$ cat src/pkg/ltovr_pkg.sv
// Constants, field layout and carrier types of the lane 0 training override registers.
package ltovr_pkg;
	localparam logic [7:0] LTOVR_IDX_TRAIN_CTRL = 8'hD0;
	localparam logic [7:0] LTOVR_IDX_NEXT_CTRL = 8'hD2;
	localparam logic [7:0] LTOVR_IDX_LP_COEFF = 8'hD5;
	localparam logic [7:0] LTOVR_IDX_LIMIT_OVR = 8'hD6;
	localparam logic [9:0] LTOVR_ADDR_TRAIN_CTRL = {LTOVR_IDX_TRAIN_CTRL, 2'b00};
	localparam logic [9:0] LTOVR_ADDR_NEXT_CTRL = {LTOVR_IDX_NEXT_CTRL, 2'b00};
	localparam logic [9:0] LTOVR_ADDR_LP_COEFF = {LTOVR_IDX_LP_COEFF, 2'b00};
	localparam logic [9:0] LTOVR_ADDR_LIMIT_OVR = {LTOVR_IDX_LIMIT_OVR, 2'b00};
	localparam int LTOVR_TRAIN_EN_BIT = 0;
	localparam int LTOVR_LP_OVR_EN_BIT = 17;
	localparam int LTOVR_NEW_WORD_BIT = 8;
	localparam int LTOVR_COEFF_W = 6;
	localparam int LTOVR_MAX_LSB = 0;
	localparam int LTOVR_MAX_EN_BIT = 5;
	localparam int LTOVR_MIN_LSB = 8;
	localparam int LTOVR_MIN_EN_BIT = 13;
	localparam int LTOVR_POST_LSB = 16;
	localparam int LTOVR_POST_EN_BIT = 22;
	localparam logic LTOVR_TRAIN_EN_RST = 1'b1;
	localparam logic LTOVR_LP_OVR_EN_RST = 1'b0;
	localparam logic [4:0] LTOVR_MAX_RST_SIM = 5'h1C;
	localparam logic [4:0] LTOVR_MIN_RST_SIM = 5'h19;
	localparam logic [5:0] LTOVR_POST_RST_SIM = 6'h06;
	localparam logic LTOVR_EN_RST_SIM = 1'b1;
	localparam logic [4:0] LTOVR_MAIN_RST_HW = 5'h00;
	localparam logic [5:0] LTOVR_POST_RST_HW = 6'h00;
	localparam logic LTOVR_EN_RST_HW = 1'b0;
	localparam logic [1:0] LTOVR_TAP_HOLD = 2'b00;
	localparam logic [1:0] LTOVR_TAP_INC = 2'b01;
	localparam logic [1:0] LTOVR_TAP_DEC = 2'b10;
	localparam logic [1:0] LTOVR_TAP_RSVD = 2'b11;
	localparam logic LTOVR_HRESP_OKAY = 1'b0;

	typedef enum logic [0:0] {
		LTOVR_ST_IDLE = 1'b0,
		LTOVR_ST_WRITE = 1'b1
	} ltovr_state_type;

	typedef struct packed {
		logic [4:0] upper;
		logic [4:0] lower;
		logic [5:0] post;
		logic [4:0] preset;
	} ltovr_limits_type;

	typedef struct packed {
		logic [4:0] max_val;
		logic max_en;
		logic [4:0] min_val;
		logic min_en;
		logic [5:0] post_val;
		logic post_en;
	} ltovr_ovr_type;
endpackage : ltovr_pkg

$ cat src/rtl/ltovr_limit_sel.sv
// Registered selection of the lane 0 TX equaliser limits between configured and override values.
`timescale 1ns/100ps
module ltovr_limit_sel (
	input wire logic hclk,
	input wire logic hresetn,
	input wire ltovr_pkg::ltovr_ovr_type ovr,
	input wire ltovr_pkg::ltovr_limits_type cfg,
	output ltovr_pkg::ltovr_limits_type tx_limits
);
	import ltovr_pkg::*;

	ltovr_limits_type lim_reg;
	ltovr_limits_type lim_next;

	always_comb begin
		lim_next = cfg;
		if (ovr.max_en) begin
			lim_next.upper = ovr.max_val;
			lim_next.preset = ovr.max_val;
		end
		if (ovr.min_en) begin
			lim_next.lower = ovr.min_val;
		end
		if (ovr.post_en) begin
			lim_next.post = ovr.post_val;
		end
	end

	always_ff @(posedge hclk or negedge hresetn) begin
		if (!hresetn) begin
			lim_reg <= '0;
		end else begin
			lim_reg <= lim_next;
		end
	end

	assign tx_limits = lim_reg;
endmodule : ltovr_limit_sel

$ cat src/rtl/ltovr_regs.sv
// AHB-Lite register slice for lane 0 link training coefficient and limit overrides.
// What this block does
// - Coefficient update bits follow training while enabled, writable once training is disabled.
// - Each 2-bit tap field: 00 hold, 01 increment, 10 decrement, 11 reserved.
// - Max main-tap override replaces the upper limit when enabled; resets 28 or 0.
// - Bit 5 enables the max main-tap override; resets 1 in simulation, else 0.
// - Active max override also replaces preset main tap; program above initial value.
// - Min main-tap override at 12:8, enable bit 13, resets 25 or 0.
// - Post-tap override at 21:16 replaces post-tap limit when enabled; resets 6 or 0.
//
// Chosen here: the AHB-Lite slave port.
`timescale 1ns/100ps
module ltovr_regs #(
	parameter bit SIM_BUILD = 1'b0
) (
	input wire logic hclk,
	input wire logic hresetn,
	input wire logic hsel,
	input wire logic [31:0] haddr,
	input wire logic [1:0] htrans,
	input wire logic hwrite,
	input wire logic [2:0] hsize,
	input wire logic [31:0] hwdata,
	input wire logic hready,
	output logic hreadyout,
	output logic hresp,
	output logic [31:0] hrdata,
	input wire logic [5:0] lp_coeff_in,
	input wire ltovr_pkg::ltovr_limits_type cfg_limits,
	output ltovr_pkg::ltovr_limits_type tx_limits,
	output logic [5:0] lp_coeff_out,
	output logic [2:0] tap_inc,
	output logic [2:0] tap_dec,
	output logic train_enable,
	output logic lp_coeff_send
);
	import ltovr_pkg::*;

	localparam logic [4:0] MAX_RST = SIM_BUILD ? LTOVR_MAX_RST_SIM
		: LTOVR_MAIN_RST_HW;
	localparam logic [4:0] MIN_RST = SIM_BUILD ? LTOVR_MIN_RST_SIM
		: LTOVR_MAIN_RST_HW;
	localparam logic [5:0] POST_RST = SIM_BUILD ? LTOVR_POST_RST_SIM
		: LTOVR_POST_RST_HW;
	localparam logic EN_RST = SIM_BUILD ? LTOVR_EN_RST_SIM : LTOVR_EN_RST_HW;
	localparam ltovr_ovr_type OVR_RST = '{max_val: MAX_RST, max_en: EN_RST,
		min_val: MIN_RST, min_en: EN_RST, post_val: POST_RST, post_en: EN_RST};

	ltovr_state_type st_reg, st_next;
	logic [9:0] wa_reg, wa_next;
	logic train_en_reg, train_en_next;
	logic lp_ovr_en_reg, lp_ovr_en_next;
	logic [5:0] coeff_reg, coeff_next;
	ltovr_ovr_type ovr_reg, ovr_next;
	logic send_reg, send_next;
	logic [31:0] rdata_reg, rdata_next;
	logic [2:0] inc_reg, inc_next, dec_reg, dec_next;
	logic addr_phase;
	logic wr_ctrl, wr_next_ctrl, wr_coeff, wr_ovr;

	// Bus slave: zero wait states, so read data are built from next values.
	always_comb begin
		addr_phase = hsel && htrans[1] && hready;
		st_next = LTOVR_ST_IDLE;
		wa_next = wa_reg;
		if (addr_phase && hwrite) begin
			st_next = LTOVR_ST_WRITE;
			wa_next = haddr[9:0];
		end
		wr_ctrl = (st_reg == LTOVR_ST_WRITE) && (wa_reg == LTOVR_ADDR_TRAIN_CTRL);
		wr_next_ctrl = (st_reg == LTOVR_ST_WRITE)
			&& (wa_reg == LTOVR_ADDR_NEXT_CTRL);
		wr_coeff = (st_reg == LTOVR_ST_WRITE) && (wa_reg == LTOVR_ADDR_LP_COEFF);
		wr_ovr = (st_reg == LTOVR_ST_WRITE) && (wa_reg == LTOVR_ADDR_LIMIT_OVR);
	end

	// Register contents.
	always_comb begin
		train_en_next = train_en_reg;
		lp_ovr_en_next = lp_ovr_en_reg;
		coeff_next = coeff_reg;
		ovr_next = ovr_reg;
		if (wr_ctrl) begin
			train_en_next = hwdata[LTOVR_TRAIN_EN_BIT];
			lp_ovr_en_next = hwdata[LTOVR_LP_OVR_EN_BIT];
		end
		if (train_en_reg) begin
			coeff_next = lp_coeff_in;
		end else if (wr_coeff) begin
			coeff_next = hwdata[LTOVR_COEFF_W-1:0];
		end
		if (wr_ovr) begin
			ovr_next.max_val = hwdata[LTOVR_MAX_LSB +: 5];
			ovr_next.max_en = hwdata[LTOVR_MAX_EN_BIT];
			ovr_next.min_val = hwdata[LTOVR_MIN_LSB +: 5];
			ovr_next.min_en = hwdata[LTOVR_MIN_EN_BIT];
			ovr_next.post_val = hwdata[LTOVR_POST_LSB +: 6];
			ovr_next.post_en = hwdata[LTOVR_POST_EN_BIT];
		end
		// A new word goes out only once the override is already enabled.
		send_next = wr_next_ctrl && hwdata[LTOVR_NEW_WORD_BIT]
			&& lp_ovr_en_reg;
	end

	// Read mux; every unlisted bit and unmapped address reads zero.
	always_comb begin
		rdata_next = rdata_reg;
		if (addr_phase && !hwrite) begin
			rdata_next = 32'h0000_0000;
			case (haddr[9:0])
				LTOVR_ADDR_TRAIN_CTRL: begin
					rdata_next[LTOVR_TRAIN_EN_BIT] = train_en_next;
					rdata_next[LTOVR_LP_OVR_EN_BIT] = lp_ovr_en_next;
				end
				LTOVR_ADDR_LP_COEFF: begin
					rdata_next[LTOVR_COEFF_W-1:0] = coeff_next;
				end
				LTOVR_ADDR_LIMIT_OVR: begin
					rdata_next[LTOVR_MAX_LSB +: 5] = ovr_next.max_val;
					rdata_next[LTOVR_MAX_EN_BIT] = ovr_next.max_en;
					rdata_next[LTOVR_MIN_LSB +: 5] = ovr_next.min_val;
					rdata_next[LTOVR_MIN_EN_BIT] = ovr_next.min_en;
					rdata_next[LTOVR_POST_LSB +: 6] = ovr_next.post_val;
					rdata_next[LTOVR_POST_EN_BIT] = ovr_next.post_en;
				end
				default: begin
					rdata_next = 32'h0000_0000;
				end
			endcase
		end
	end

	// Per-tap decode; the reserved code acts as hold.
	for (genvar t = 0; t < 3; t++) begin : g_tap
		always_comb begin
			inc_next[t] = coeff_reg[2*t +: 2] == LTOVR_TAP_INC;
			dec_next[t] = coeff_reg[2*t +: 2] == LTOVR_TAP_DEC;
		end
	end

	always_ff @(posedge hclk or negedge hresetn) begin
		if (!hresetn) begin
			st_reg <= LTOVR_ST_IDLE;
			wa_reg <= 10'h000;
			train_en_reg <= LTOVR_TRAIN_EN_RST;
			lp_ovr_en_reg <= LTOVR_LP_OVR_EN_RST;
			coeff_reg <= 6'h00;
			ovr_reg <= OVR_RST;
			send_reg <= 1'b0;
			rdata_reg <= 32'h0000_0000;
			inc_reg <= 3'h0;
			dec_reg <= 3'h0;
		end else begin
			st_reg <= st_next;
			wa_reg <= wa_next;
			train_en_reg <= train_en_next;
			lp_ovr_en_reg <= lp_ovr_en_next;
			coeff_reg <= coeff_next;
			ovr_reg <= ovr_next;
			send_reg <= send_next;
			rdata_reg <= rdata_next;
			inc_reg <= inc_next;
			dec_reg <= dec_next;
		end
	end

	ltovr_limit_sel u_limit_sel (
		.hclk(hclk),
		.hresetn(hresetn),
		.ovr(ovr_reg),
		.cfg(cfg_limits),
		.tx_limits(tx_limits)
	);

	assign hreadyout = 1'b1;
	assign hresp = LTOVR_HRESP_OKAY;
	assign hrdata = rdata_reg;
	assign lp_coeff_out = coeff_reg;
	assign tap_inc = inc_reg;
	assign tap_dec = dec_reg;
	assign train_enable = train_en_reg;
	assign lp_coeff_send = send_reg;
endmodule : ltovr_regs

$ cat config.mk
export PLATFORM = sky130hd
export DESIGN_NAME = ltovr_regs
export DESIGN_NICKNAME = d
export VERILOG_FILES = /design/src/pkg/ltovr_pkg.sv /design/src/rtl/ltovr_limit_sel.sv /design/src/rtl/ltovr_regs.sv
export SDC_FILE = /design/constraint.sdc
export NUM_CORES = 1
export LEC_CHECK = 0
export BUFFER_PORTS_ARGS = -buffer_cell sky130_fd_sc_hd__buf_2
export CAP_MARGIN = 20
export CORE_ASPECT_RATIO = 1.25
export CORE_MARGIN = 2
export CORE_UTILIZATION = 40
export CTS_CLUSTER_SIZE = 40
export DETAILED_ROUTE_END_ITERATION = 8
export GPL_TIMING_DRIVEN = 0
export HOLD_SLACK_MARGIN = 0.02
export MAX_ROUTING_LAYER = met4
export PLACE_DENSITY = 0.81
export SYNTH_ARGS = -nofsm -noshare
export SYNTH_HDL_FRONTEND = slang
export SYNTH_HIERARCHICAL = 1
export SYNTH_SLANG_ARGS = --single-unit
$ cat constraint.sdc
create_clock -name hclk -period 1.9 [get_ports hclk]
set_clock_uncertainty 0.2 [all_clocks]
set_input_delay 0.285 -clock hclk [delete_from_list [all_inputs] [get_ports hclk]]
set_output_delay 0.285 -clock hclk [all_outputs]
set_load 0.01 [all_outputs]
==> results.yml <==
detailed_routing:
  wl_mm: 9.05
  drt-pass1-iter-count: 4
  drtIter0Drc: 80
  routed_via_density: 4.72
  ant_nets: 0
  wl_per_cell_um: 14.8
  vias: 2883
  drc_errors: 0
synthesis:
  yosysWarnings: 6
  synth_mux_area_frac: 0.147
  syn_inst: 283
  yosysSeqAreaShare: 0.599
  synthArstFlopShare: 1.00
  ys.flop_type: "dfrtp_1"
  synthesis.area_sq_um: 3550
  synth_edf_count: 0
  synth_compound_area_frac: 0.0652
  synth_seq_cells: 85
  syn_area_per_cell_sq_um: 12.6
  synth_xor_area_frac: 0
  ys_types: 27
  synth_top_family_by_area: "multiplexers"
  synth_fa_ha_area_frac: 0
  synthSimpleGateAreaFrac: 0.136
sta:
  fin_tns_setup_ps: -1510
  finalSetupViolations: 22
  relSlewSlack: 0.472
  hold_ws_ps: 115
  fin_crit_ps: 2100
  layout_setup_ws_ps: -198
  rsz0062_at_grt: "yes"
  maxSlewViolCount: 0
  fmax_mhz: 477
  worst_slew_pin_slew_ps: 789
  hold_viol_final: 0
  fin_crit_sh: 1.10
clocking:
  cts_made_buffers: 9
  clk_latency_ps: 360
  clockRootBuffer: "clkbuf_8"
  clkTransAtPathRegs_ps: 80
  cts.htree.levels: 3
  cts_sinks: 85
  tritoncts: "done"
  clockBufferDepth: 2
power_and_ir_drop:
  seqPwrFrac: 0.552
  p_sw_w: 0.000868
  combPwrFrac: 0.145
  ir_worst_vdd_uv: 303
  power_density_nw_per_um2: 685
  p_sw_frac: 0.244
  p_clk_frac: 0.303
  intPower_w: 0.00269
  p_leak_nw: 2.62
critical_path:
  cp.required_ps: 1950
  worstSetupPathType: "register to register"
  r2r.worst_path.cells: 6
  endpoint_kind: "register"
  start_kind: "register"
  critPathArrivalTime_ps: 2150
  path_max_fanout: 5
grt:
  antenna_found_initial: 0
  grt_pass1_vias: 2908
  grt_use_total: 0.197
  grt_start_max_net_pins: 68
  grt_remaining_overflow: 0
  grt_pass1_wl_mm: 13.7
finish:
  post-route-cell-area_sq_um: 5190
  diodes: 0
  area_growth_pct: 46.2
  largest_register_ffs: 21
  drive_above_1_share: 0.418
  final_nets: 588
  utilization: 0.600
placed_design:
  port_buffers: 115
  placed_area_sq_um: 4360
  hpwlAfterDp_mm: 6.11
  gp_congestion: 0.826
floorplan:
  fp.coreArea_sq_um: 8650
  dieArea_sq_um: 9650
  die_h_um: 109
  die_w_um: 88.3
  core.rowCount: 38
  start_util: 0.410
  io_pins: 170
min_path:
  holdPathStages: 4
  hp-class: "input pin to register"
status:
  status: "finished, violations left"
  violations: "setup timing"
flow_run:
  cap_viol_max_count: 0
## worst max-delay path, stage by stage (launching register included)
cell and delay (ps):
dfrtp_1 380, and4bb_4 400, nand4_4 130, buf_12 170, mux2_2 280, mux2_2 270
a21o_1 150
## stage by stage
stage,power (W),worst slack (ps),std cells
6_report,0.00356,-198,611
3_5_place_dp,0.00239,-437,532
5_1_grt,0.00372,-237,611
3_3_place_gp,0.00237,-399,531
4_1_cts,0.00356,-174,607
2_1_floorplan,0.00220,-73.4,296
## layout make-up
type                            count  area (sq um)
Buffer                             27           190
Clock buffer                       13           149
Clock inverter                      2          10.0
Fill cell                         703          3460
Inverter                            2          7.51
Multi-Input combinational cell    182          1320
Sequential cell                    85          2130
Tap cell                          120           150
Timing Repair Buffer              180          1240
## cell usage after synthesis, drive strengths merged (3+ instances only)
cell    instances  area [sq um]
buf            19           143
nor2b           8          50.1
nand2          73           274
dfrtp          84          2100
nor3            4          20.0
nand3           5          25.0
nand4b          3          26.3
nand4           3          40.0
a32o           18           180
clkbuf          8          30.0
mux2           41           522
a21o            5          37.5
## layout by cell type (no fill, tap or decap), types with 8 or more instances in the layout
cell type and n:
nand2_1 70, dlygate4sd3_1 57, conb_1 15, a32o_1 18
mux2_4 16, clkbuf_1 10, buf_4 22, nor2b_1 8
buf_2 114, mux2_2 25, clkbuf_8 11, dfrtp_1 84
## worst paths after layout
kind / start / endpoint / slack, ps
max: wa_reg[7] / hrdata[2] / -200
min reg2reg: lp_coeff_out[3] / tap_inc[1] / 260
max reg2reg: wa_reg[7] / hrdata[2] / -200
min: haddr[4] / hrdata[17] / 120
min in group asynchronous: hresetn / tap_dec[2] / 150
max in group asynchronous: hresetn / train_enable / 740
## timing repair
action	in CTS	in global routing
gates resized for setup	10	4
endpoints found under the hold margin	143	0
setup endpoints to repair	29	24
hold buffers	57	0
buffers inserted	2	4
pin swaps	2	2
cloned	1	0
## layer usage
layer,up-vias,GRT usage,wire length (um),share of wire
li1,1357,-,-,-
met1,1398,0.210,3440,0.38
met2,108,0.341,4930,0.54
met3,20,0.0495,456,0.050
met4,0,0.0931,231,0.026
met5,-,-,0,0
## power groups by stage
| stage | sequential (W) | clock [W] | combinational [W] |
|---|---|---|---|
| global placement | 0.00199 | 0 | 0.000380 |
| detailed placement | 0.00200 | 0 | 0.000399 |
| CTS | 0.00196 | 0.00111 | 0.000495 |
| floorplan | 0.00201 | 0 | 0.000188 |
| finish | 0.00197 | 0.00108 | 0.000517 |
| global route | 0.00198 | 0.00118 | 0.000562 |
## logic make-up (layout without fill, tap and decap cells)
| logic type | after synthesis | in the layout |
|---|---|---|
| compound gates | 25 | 25 |
| buf+inv | 29 | 224 |
| flops | 85 | 85 |
| mux | 41 | 41 |
| other cells | 2 | 15 |
| simple gates | 101 | 101 |
Note: power is estimated with default switching activity, not from simulation.
